File: src/logic/odc_pkg.sv
// Shared constants and carrier types for the octal converter control block.
// Assumes a 10 MHz ref_clk and an AXI4-Lite master on the register side.
`default_nettype none
package odc_pkg;
  // ==========================================================================
  // Sizes
  localparam int ODC_NUM_CH   = 8;
  localparam int ODC_CODE_W   = 10;
  localparam int ODC_WORD_W   = 16;
  localparam logic [4:0] ODC_WORD_BITS = 5'h10;
  // ==========================================================================
  // Serial word layout
  localparam int ODC_POS_KIND = 15;
  localparam int ODC_POS_SEL  = 12;
  localparam int ODC_POS_CODE = 2;
  localparam int ODC_POS_REF  = 0;
  localparam int ODC_POS_BUF  = 2;
  localparam int ODC_POS_GAIN = 4;
  localparam logic [2:0] ODC_SUB_CONFIG             = 3'h0;
  localparam logic [2:0] ODC_SUB_LATCH_MODE_WRITE   = 3'h1;
  localparam logic [2:0] ODC_SUB_CHANNEL_SLEEP      = 3'h2;
  localparam logic [2:0] ODC_SUB_CLEAR_CODES        = 3'h3;
  localparam logic [2:0] ODC_SUB_FULL_CLEAR         = 3'h4;
  // ==========================================================================
  // Latch modes
  localparam logic [1:0] ODC_MODE_CONT  = 2'h0;
  localparam logic [1:0] ODC_MODE_HOLD  = 2'h1;
  localparam logic [1:0] ODC_MODE_PULSE = 2'h2;
  // ==========================================================================
  // Register map, byte addresses
  localparam logic [7:0] ODC_OFS_CTRL   = 8'h00;
  localparam logic [7:0] ODC_OFS_STATUS = 8'h04;
  localparam logic [7:0] ODC_OFS_LEVEL0 = 8'h08;
  localparam logic [1:0] ODC_RESP_OKAY   = 2'h0;
  localparam logic [1:0] ODC_RESP_SLVERR = 2'h2;
  // ==========================================================================
  // Carriers
  typedef struct packed {
    logic [7:0]  awaddr;
    logic        awvalid;
    logic [31:0] wdata;
    logic [3:0]  wstrb;
    logic        wvalid;
    logic        bready;
    logic [7:0]  araddr;
    logic        arvalid;
    logic        rready;
  } odc_axi_req_t;
  typedef struct packed {
    logic        awready;
    logic        wready;
    logic [1:0]  bresp;
    logic        bvalid;
    logic        arready;
    logic [31:0] rdata;
    logic [1:0]  rresp;
    logic        rvalid;
  } odc_axi_rsp_t;
  typedef struct packed {
    logic [1:0] supply_rail_sel;
    logic [1:0] buf_on;
    logic [1:0] gain_x2;
  } odc_grp_t;
  typedef struct packed {
    logic [2:0]  sck_s;
    logic [2:0]  sdi_s;
    logic [2:0]  sel_s;
    logic [2:0]  ld_s;
    logic        sck_h;
    logic        sel_h;
    logic        ld_h;
    logic [15:0] shift;
    logic [4:0]  cnt;
    logic [7:0][9:0] in_code;
    logic [7:0][9:0] out_code;
    logic [7:0][9:0] level;
    logic [7:0]  dirty;
    logic [7:0]  sleep;
    logic [1:0]  ref_sup;
    logic [1:0]  buf_en;
    logic [1:0]  gain2;
    logic [1:0]  mode;
    logic        awake;
    logic        ser_en;
    logic        aw_got;
    logic        w_got;
    logic [7:0]  aw_addr;
    logic [31:0] wdata;
    logic [3:0]  wstrb;
    odc_grp_t    grp;
    odc_axi_rsp_t axi;
  } odc_state_t;
  // ==========================================================================
  // Values after reset
  localparam odc_state_t ODC_ST_RST = '{
    sel_s: 3'h7, ld_s: 3'h7,
    sel_h: 1'b1, ld_h: 1'b1, mode: ODC_MODE_HOLD, ser_en: 1'b1,
    axi: '{awready: 1'b1, wready: 1'b1, arready: 1'b1, default: '0},
    default: '0};
endpackage
`default_nettype wire

File: src/logic/odc_top.sv
// Octal 10-bit converter control: serial command port, latch logic, registers.
// Assumes serial pins come from another domain; AXI4-Lite master on ref_clk.
`timescale 1ns/10ps
`default_nettype none
module odc_top #(
  parameter int NUM_CH = 8,
  parameter int CODE_W = 10
) (
  input  wire logic                 ref_clk,
  input  wire logic                 reset_n,
  input  wire logic                 serial_clk,
  input  wire logic                 serial_data,
  input  wire logic                 select_n,
  input  wire logic                 load_strobe_n,
  input  wire odc_pkg::odc_axi_req_t axi_req,
  output var  odc_pkg::odc_axi_rsp_t axi_rsp,
  output var  odc_pkg::odc_grp_t     group_cfg,
  output var  logic [7:0][9:0]       chan_level
);
  // ==========================================================================
  // Elaboration checks
  if (NUM_CH != odc_pkg::ODC_NUM_CH || CODE_W != odc_pkg::ODC_CODE_W)
  begin : g_bad_size
    $error("odc_top serves eight channels of ten bits only");
  end

  odc_pkg::odc_state_t st;
  odc_pkg::odc_state_t nx;
  logic        sck_rise;
  logic        sel_rise;
  logic        sel_fall;
  logic        strobe_fall;
  logic        word_done;
  logic        int_pulse;
  logic        xfer;
  logic        sleep_bad;
  logic [31:0] rd;
  logic        rd_ok;
  logic [15:0] w;
  logic [2:0]  sub;

  // ==========================================================================
  // Next state
  always_comb
  begin
    nx          = st;
    sck_rise    = 1'b0;
    sel_rise    = 1'b0;
    sel_fall    = 1'b0;
    strobe_fall = 1'b0;
    word_done   = 1'b0;
    int_pulse   = 1'b0;
    xfer        = 1'b0;
    sleep_bad   = 1'b0;
    rd          = 32'h0000_0000;
    rd_ok       = 1'b0;
    w           = st.shift;
    sub         = st.shift[odc_pkg::ODC_POS_SEL +: 3];
    // Pin synchronisers; only stages two and three are compared
    // Stages reset to the idle pin level, so no false edge follows reset
    nx.sck_s = {st.sck_s[1:0], serial_clk};
    nx.sdi_s = {st.sdi_s[1:0], serial_data};
    nx.sel_s = {st.sel_s[1:0], select_n};
    nx.ld_s  = {st.ld_s[1:0], load_strobe_n};
    if (st.sck_s[2] == st.sck_s[1])
    begin
      sck_rise = st.sck_s[2] && !st.sck_h;
      nx.sck_h = st.sck_s[2];
    end
    if (st.sel_s[2] == st.sel_s[1])
    begin
      sel_rise = st.sel_s[2] && !st.sel_h;
      sel_fall = !st.sel_s[2] && st.sel_h;
      nx.sel_h = st.sel_s[2];
    end
    if (st.ld_s[2] == st.ld_s[1])
    begin
      strobe_fall = !st.ld_s[2] && st.ld_h && (st.mode == odc_pkg::ODC_MODE_HOLD);
      nx.ld_h = st.ld_s[2];
    end
    // Serial shifter, MSB first inside the select frame
    if (sel_fall)
    begin
      nx.cnt = 5'h00;
    end
    else if (sck_rise && !st.sel_h)
    begin
      nx.shift = {st.shift[14:0], st.sdi_s[2]};
      if (st.cnt != 5'h1F)
      begin
        nx.cnt = st.cnt + 5'h01;
      end
    end
    // A short or long frame is dropped whole rather than half applied
    word_done = sel_rise && st.ser_en && (st.cnt == odc_pkg::ODC_WORD_BITS);
    if (word_done)
    begin
      if (!w[odc_pkg::ODC_POS_KIND])
      begin
        nx.in_code[sub] = w[odc_pkg::ODC_POS_CODE +: 10];
        nx.dirty[sub]   = 1'b1;
        nx.awake        = 1'b1;
      end
      else
      begin
        case (sub)
          odc_pkg::ODC_SUB_CONFIG:
          begin
            nx.ref_sup = w[odc_pkg::ODC_POS_REF +: 2];
            nx.buf_en  = w[odc_pkg::ODC_POS_BUF +: 2];
            nx.gain2   = w[odc_pkg::ODC_POS_GAIN +: 2];
            nx.awake   = 1'b1;
          end
          odc_pkg::ODC_SUB_LATCH_MODE_WRITE:
          begin
            // Code 11 is not a mode; the word is ignored
            if (w[1:0] != 2'h3)
            begin
              nx.mode   = w[1:0];
              int_pulse = (w[1:0] == odc_pkg::ODC_MODE_PULSE);
              nx.awake  = 1'b1;
            end
          end
          odc_pkg::ODC_SUB_CHANNEL_SLEEP:
          begin
            nx.sleep = w[7:0];
            nx.awake = 1'b1;
          end
          odc_pkg::ODC_SUB_CLEAR_CODES:
          begin
            nx.in_code  = '0;
            nx.out_code = '0;
            nx.dirty    = '0;
            nx.awake    = 1'b1;
          end
          odc_pkg::ODC_SUB_FULL_CLEAR:
          begin
            nx.in_code  = '0;
            nx.out_code = '0;
            nx.dirty    = '0;
            nx.sleep    = '0;
            nx.ref_sup  = odc_pkg::ODC_ST_RST.ref_sup;
            nx.buf_en   = odc_pkg::ODC_ST_RST.buf_en;
            nx.gain2    = odc_pkg::ODC_ST_RST.gain2;
            nx.mode     = odc_pkg::ODC_ST_RST.mode;
            nx.awake    = 1'b1;
          end
          default:
          begin
            nx.awake = st.awake;
          end
        endcase
      end
    end
    // Transfer only channels whose input changed since their last load
    xfer = (nx.mode == odc_pkg::ODC_MODE_CONT) || strobe_fall || int_pulse;
    for (int i = 0; i < 8; i++)
    begin
      if (xfer && nx.dirty[i])
      begin
        nx.out_code[i] = nx.in_code[i];
        nx.dirty[i]    = 1'b0;
      end
      nx.level[i] = (nx.awake && !nx.sleep[i]) ? nx.out_code[i] : 10'h000;
      sleep_bad   = sleep_bad || (st.sleep[i] && (st.level[i] != 10'h000));
    end
    // Supply reference overrides buffer and gain; analogue scaling is off-chip
    nx.grp.supply_rail_sel = nx.ref_sup;
    nx.grp.buf_on  = nx.buf_en & ~nx.ref_sup;
    nx.grp.gain_x2 = nx.gain2 & ~nx.ref_sup;

    // ========================================================================
    // AXI4-Lite write channel
    if (axi_req.awvalid && st.axi.awready)
    begin
      nx.aw_got  = 1'b1;
      nx.aw_addr = axi_req.awaddr;
    end
    if (axi_req.wvalid && st.axi.wready)
    begin
      nx.w_got = 1'b1;
      nx.wdata = axi_req.wdata;
      nx.wstrb = axi_req.wstrb;
    end
    if (st.aw_got && st.w_got && !st.axi.bvalid)
    begin
      nx.aw_got     = 1'b0;
      nx.w_got      = 1'b0;
      nx.axi.bvalid = 1'b1;
      nx.axi.bresp  = odc_pkg::ODC_RESP_SLVERR;
      if (st.aw_addr[7:2] == odc_pkg::ODC_OFS_CTRL[7:2])
      begin
        nx.axi.bresp = odc_pkg::ODC_RESP_OKAY;
        if (st.wstrb[0])
        begin
          nx.ser_en = st.wdata[0];
        end
      end
    end
    if (st.axi.bvalid && axi_req.bready)
    begin
      nx.axi.bvalid = 1'b0;
    end
    nx.axi.awready = !nx.aw_got && !nx.axi.bvalid;
    nx.axi.wready  = !nx.w_got && !nx.axi.bvalid;
    // ========================================================================
    // AXI4-Lite read channel
    if (axi_req.araddr[7:2] == odc_pkg::ODC_OFS_CTRL[7:2])
    begin
      rd    = {31'h0000_0000, st.ser_en};
      rd_ok = 1'b1;
    end
    else if (axi_req.araddr[7:2] == odc_pkg::ODC_OFS_STATUS[7:2])
    begin
      rd    = {st.dirty, 7'h00, st.awake, st.sleep, st.gain2, st.buf_en, st.ref_sup, st.mode};
      rd_ok = 1'b1;
    end
    for (int i = 0; i < 8; i++)
    begin
      if (axi_req.araddr[7:2] == odc_pkg::ODC_OFS_LEVEL0[7:2] + 6'(i))
      begin
        rd    = {6'h00, st.in_code[i], 6'h00, st.level[i]};
        rd_ok = 1'b1;
      end
    end
    if (axi_req.arvalid && st.axi.arready)
    begin
      nx.axi.rvalid = 1'b1;
      nx.axi.rdata  = rd;
      nx.axi.rresp  = rd_ok ? odc_pkg::ODC_RESP_OKAY : odc_pkg::ODC_RESP_SLVERR;
    end
    else if (st.axi.rvalid && axi_req.rready)
    begin
      nx.axi.rvalid = 1'b0;
    end
    nx.axi.arready = !nx.axi.rvalid;
  end

  // ==========================================================================
  // State register
  always_ff @(posedge ref_clk)
  begin
    if (!reset_n)
    begin
      st <= odc_pkg::ODC_ST_RST;
    end
    else
    begin
      st <= nx;
    end
  end

  assign axi_rsp    = st.axi;
  assign group_cfg  = st.grp;
  assign chan_level = st.level;
endmodule
`default_nettype wire

File: config.mk
export PLATFORM = sky130hd
export DESIGN_NAME = odc_top
export DESIGN_NICKNAME = d
export VERILOG_FILES = /design/src/logic/odc_pkg.sv /design/src/logic/odc_top.sv
export SDC_FILE = /design/constraint.sdc
export NUM_CORES = 1
export LEC_CHECK = 0
export BUFFER_PORTS_ARGS = -buffer_cell sky130_fd_sc_hd__buf_2
export CORE_UTILIZATION = 55
export DETAILED_ROUTE_END_ITERATION = 10
export MAX_ROUTING_LAYER = met4
export PLACE_DENSITY = 0.85
export SYNTH_ARGS = -nofsm -noshare
export SYNTH_HDL_FRONTEND = slang
export SYNTH_SLANG_ARGS = --single-unit
File: constraint.sdc
create_clock -name ref_clk -period 2.7 [get_ports ref_clk]
set_input_delay 0.135 -clock ref_clk [delete_from_list [all_inputs] [get_ports ref_clk]]
set_output_delay 0.135 -clock ref_clk [all_outputs]
set_load 0.05 [all_outputs]
## After elaboration in Yosys (flattened, before gate mapping)

Index checks and enable logic that the tools add are counted.

| word-level totals | value |
|---|---|
| register bits | 359 |
| input bits | 63 |
| output and inout port bits | 127 |

| cells by class | value |
|---|---|
| add/subtract/negate cells | 1 |
| order comparisons | 2 |
| equal/unequal tests | 21 |
| mux-type cells | 64 |
| bitwise operators | 6 |
| reduce and logical (&&, ||, !) cells | 79 |

Operators with widths:

| kind | number |
|---|---|
| 160-bit 2-to-1 mux | 2 |
| 32-bit 2-to-1 mux | 10 |
| 80-bit 2-to-1 mux | 2 |
| 10-bit 2-to-1 mux | 9 |
| 80-bit bitwise mux | 1 |
| 1-bit logical AND | 34 |
| 10-bit demux with 3-bit select | 1 |
| 1-bit 2-to-1 mux | 26 |
| 25-bit 2-to-1 mux | 1 |
| 6-bit by 3-bit equality test with 1-bit output (second input constant) | 4 |
| 2-bit AND reduction | 10 |
| 2-bit OR reduction | 10 |
| 1-bit zero test | 17 |
| 16-bit 2-to-1 mux | 1 |
| 8-bit 2-to-1 mux | 2 |
| 8-bit case mux with 2 select lines | 1 |
| 6-bit by 2-bit equality test with 1-bit output (second input constant) | 2 |
| 6-bit by 4-bit equality test with 1-bit output (second input constant) | 2 |
| 6-bit zero test | 2 |
| 6-bit case mux with 2 select lines | 1 |
| 8-bit bitwise OR | 1 |
| 3-bit by 2-bit equality test with 1-bit output (second input constant) | 2 |
| 6-bit by 1-bit equality test with 1-bit output (second input constant) | 1 |
| 2-bit 2-to-1 mux | 3 |
| 23 further kinds | 28 |

## Longest topological paths before layout

| depth | value |
|---|---|
| depth after elaboration | 12 |
| gate-level depth with buffers | 10 |

## Least setup slack after synthesis

Ideal clock, no wire load.

| timing path | value |
|---|---|
| path kind | register to register |
| from | reg st[359] in the netlist's numbering |
| to | reg st (netlist bit chan_level[20]) |
| setup time | 0.132 ns |
| data arrival time | 2.165 ns |
| required time | 2.568 ns |
| slack | 0.403 ns |
| cell stages (with the launch flop) | 10 |
| cell sequence | dfxtp_1 > inv_1 > ha_1 > nand4bb_4 > buf_2 > or4b_1 > buf_2 > mux2_2 > nor3_1 > nor3_1 |

| between the ends | value |
|---|---|
| longest elaborated chain between the ends | 8 |

Ends and longest elaborated chain:

| element | RTL line | text |
|---|---|---|
| start, declared | odc_top.sv:27 | `odc_pkg::odc_state_t st;` |
| start signal, assigned | odc_top.sv:245 | `st <= odc_pkg::ODC_ST_RST;` |
| start signal, assigned | odc_top.sv:249 | `st <= nx;` |
| 5-bit equality test * | odc_top.sv:95 | `word_done = sel_rise && st.ser_en && (st.cnt == odc_pkg::ODC_WORD_BITS);` |
| 1-bit logical AND * | odc_top.sv:95 |  |
| 25-bit 2-to-1 mux | odc_top.sv:96 | `if (word_done)` |
| 2-bit zero test | odc_top.sv:156 | `xfer = (nx.mode == odc_pkg::ODC_MODE_CONT) \|\| strobe_fall \|\| int_pulse;` |
| 1-bit logical OR (2 in series) | odc_top.sv:156 |  |
| 1-bit logical AND | odc_top.sv:159 | `if (xfer && nx.dirty[i])` |
| 10-bit 2-to-1 mux | odc_top.sv:159 |  |

Mark *: on every way between the ends. The rest lies on a longest branch, timed or not.
A chain may end at the register's enable or synchronous reset.

## Final worst setup path

| timing path | value |
|---|---|
| from | reg st (netlist bit w[14]) |
| to | reg st[220] in the netlist's numbering |

| between the ends | value |
|---|---|
| longest elaborated chain between the ends | 9 |

Ends and longest elaborated chain:

| element | RTL line |
|---|---|
| 3-bit by 4-bit < comparator with 1-bit output (not written as such) (tied with other cells) | odc_top.sv:100, odc_top.sv:101 |
| 1-bit logical AND (not written as such) or 2-bit case mux with 2 select lines (tied branches) | odc_top.sv:100, odc_top.sv:101, odc_top.sv:106 |
| 1-bit 2-to-1 mux (not written as such) or 16-bit 2-to-1 mux (tied branches) | odc_top.sv:101, odc_top.sv:98 |
| 1-bit demux with 3-bit select or 25-bit 2-to-1 mux (tied branches) | odc_top.sv:101, odc_top.sv:96 |
| 8-bit bitwise OR (no source line) or 2-bit zero test (tied branches) | - |
| 8-bit 2-to-1 mux or 1-bit logical OR (tied branches) | odc_top.sv:98, odc_top.sv:156 |
| 25-bit 2-to-1 mux or 1-bit logical OR (tied branches) | odc_top.sv:96, odc_top.sv:156 |
| 1-bit logical AND | odc_top.sv:159 |
| 10-bit 2-to-1 mux * | odc_top.sv:159 |

Marks and branches as above.

==> impl_metrics.yaml <==
clock_network:
  clk_pin_slew_ns: 0.06
  h-tree-depth: 2
  clock_latency_ns: 0.54
  number_of_clock_buffers_inserted_by_tritoncts: 38
  cts.path.max_buffers: 3
  clk_root_buffer_cell: "clkbuf_16"
  tritoncts: "yes"
  cts_num_sinks: 355
status:
  outcome: "finished, final reports clean"
synth:
  ys_types: 84
  ys.warnings.count: 0
  netlist_instances: 1889
  syn_avg_cell_area_sq_um: 8.706
  seq_area_frac_synth: 0.4321
  synth-edff-count: 0
  synth_async_reset_ratio: 0
  syn-cell-area_sq_mm: 0.01645
  dominant_synthesized_flop_cell: "dfxtp_1"
  postSynthRegisterBits: 355
critical_path:
  setup.worst_path.end_class: "register"
  critical_path_peak_fanout: 71
  crit_path_cell_trace: "or4b_4 -> nor4_4 -> buf_4 -> a2bb2oi_4 -> buf_12 -> a21oi_1 -> nor3_1"
  worstSetupStartpointType: "register"
  crit_path_max_incr_delay_ns: 0.59
  reg2reg_slack_ns: 0.07
  timing.critical_path.required_ns: 3.15
  cp_data_arrival_time_ns: 3.08
  cpMaxStageDelayCell: "or4b_4"
  timing_worst_setup_path_type: "reg2reg"
routing:
  routedWlPerCell_um: 24.52
  drt.antenna.violating_nets: 0
  routed_wl_um: 56680
  drt_first_iter_violations: 2585
  detail_route.vias_per_cell: 6.674
  num_vias: 15420
  drt-pass1-iter-count: 7
  post-route-drc-count: 0
sta:
  period_utilisation_layout: 0.9745
  setup_ws_ns: 0.06876
  tightest_slew_ns: 0.8396
  finalSetupViolations: 0
  final-hold-violation-count: 0
  clock.fmax_ghz: 0.3800
  relSlewSlack: 0.4403
  final.min_clock_period_ns: 2.631
  finalMaxSlewViolations: 0
  finalClockSkew_ns: 0.02663
pwr:
  leakage_power_uw: 0.006751
  design_power_total_uw: 11080
  powerDensity_mw_per_mm2: 604.2
  ir_drop_mv: 0.4278
placement:
  gp_routability_congestion: 1.042
  place_hpwl_um: 39190
  io_buffers: 149
  dpl_worst_slack_ns: 0.03385
layout:
  drive_above_1_share: 0.1925
  layout_common_cells: "355 x dfxtp_1, 165 x nand2_1, 158 x a21oi_1"
  num-nets-final: 1960
  area_growth_pct: 11.50
  mostFrequentLayoutCell: "dfxtp_1"
floorplanning:
  chipWidth_um: 174.9
  die_y_um: 174.9
  row_count: 62
  dieArea_sq_mm: 0.03060
  start_util: 0.5653
  core_region_area_sq_mm: 0.02909
  io_pins: 190
global_route:
  grt_first_pass_wirelength_um: 84850
  global_route.overflow_total: 0
  grt_max_degree: 74
  met3_track_utilization_from_global_routing: 0.1075
  grt.met2_usage: 0.5326
  grt_antenna_before_repair: 4
  first_global_vias: 14250
  grt.met1_usage: 0.4869
  grt.busiest_layer: "met2"
  global_route.usage.total: 0.3721
worst_hold_path:
  hp-class: "in2reg"
job:
  drv.max_cap_violation_count: 0
==> sequential cells by signal, summed over array words and instances, names as in the netlist <==
name,flops
st,206
group_cfg,6
nx,8
w,16
axi_rsp,39
chan_level,80
==> through the flow <==
stage	util	setup TNS (ns)	area, sq um	instances	hold WS (ns)
5_1_grt	0.6302	-0.004881	18330	2309	0.1118
2_1_floorplan	-	0	16450	1890	0.2365
3_5_place_dp	0.5784	0	16820	2213	0.3473
6_report	0.6304	0	18340	2311	0.09613
4_1_cts	0.6283	0	18280	2304	0.07823
3_3_place_gp	0.5784	0	16820	2213	0.3362
==> area by class of cell <==
type | instances | area (sq um)
antenna | 5 | 12.51
fill | 2330 | 10750
timing repair buffer | 259 | 1744
multi-input combinational | 1221 | 7709
clock buffer | 58 | 1106
sequential | 355 | 7107
tap | 384 | 480.5
inverter | 19 | 71.32
clock inverter | 10 | 107.6
==> final timing paths <==
kind	start	to	cells after the start
setup reg to reg	w[14]$_SDFFE_PN0P_	st[220]$_SDFF_PN0_	7
setup / recovery	w[14]$_SDFFE_PN0P_	st[220]$_SDFF_PN0_	7
hold / removal	axi_req[11]	st[91]$_SDFF_PN0_	4
hold reg to reg	nx[387]$_SDFF_PN1_	nx[388]$_SDFF_PN1_	1
==> repair_timing <==
item	in CTS	in global routing
resized for setup	3	4
setup buffers	0	2
hold buffers	23	0
endpoints found under the hold margin	18	0
pin swaps	0	2
setup endpoints to repair	17	61
==> synthesized netlist by cell type, types with 18 or more instances <==
cell	count	area (sq um)
nand2_1	165	619.3
nor3_1	69	345.3
buf_4	131	983.4
mux2_2	31	349.1
o21ai_0	147	735.7
nand3_1	41	205.2
clkbuf_1	120	450.4
buf_2	34	170.2
inv_1	19	71.32
and3_1	29	181.4
dfxtp_1	355	7107
o21a_1	21	157.7
o211ai_1	61	457.9
a31oi_1	20	125.1
nor2_1	94	352.8
and2_1	68	425.4
mux2i_1	18	180.2
o2111ai_1	33	289.0
a21oi_1	159	795.8
nor4_1	25	156.4
==> cell families after synthesis <==
group,share of synthesized area
mux,0.04725
flops,0.4321
buf+inv,0.1042
fa+ha+maj,0.002283
other cells,0.0002280
compound gates,0.2311
simple gates,0.1807
xor+xnor,0.002131
==> worst max-delay path, delay by kind of cell (launching register included) <==
family	cells	cell delay [ns]
AND/OR/NAND/NOR	3	1.10
flip-flops	1	0.35
AO/OA/AOI/OAI	2	0.49
buffers and inverters	2	0.50
==> report_power, final <==
group          leakage [uW]  switching [uW]  internal, uW  total (uW)
registers           0.00287            71.5          5310        5380
clock network      0.000591            2170          2940        5110
logic               0.00329             410           179         589
total               0.00675            2650          8430       11100
==> metal layers <==
metal / up-vias / wire length (um)
li1: 6780 / -
met1: 7377 / 22530
met2: 1057 / 24060
met3: 209 / 7313
met4: 0 / 2768
met5: - / 0
Power figures use the tool's default switching activity.
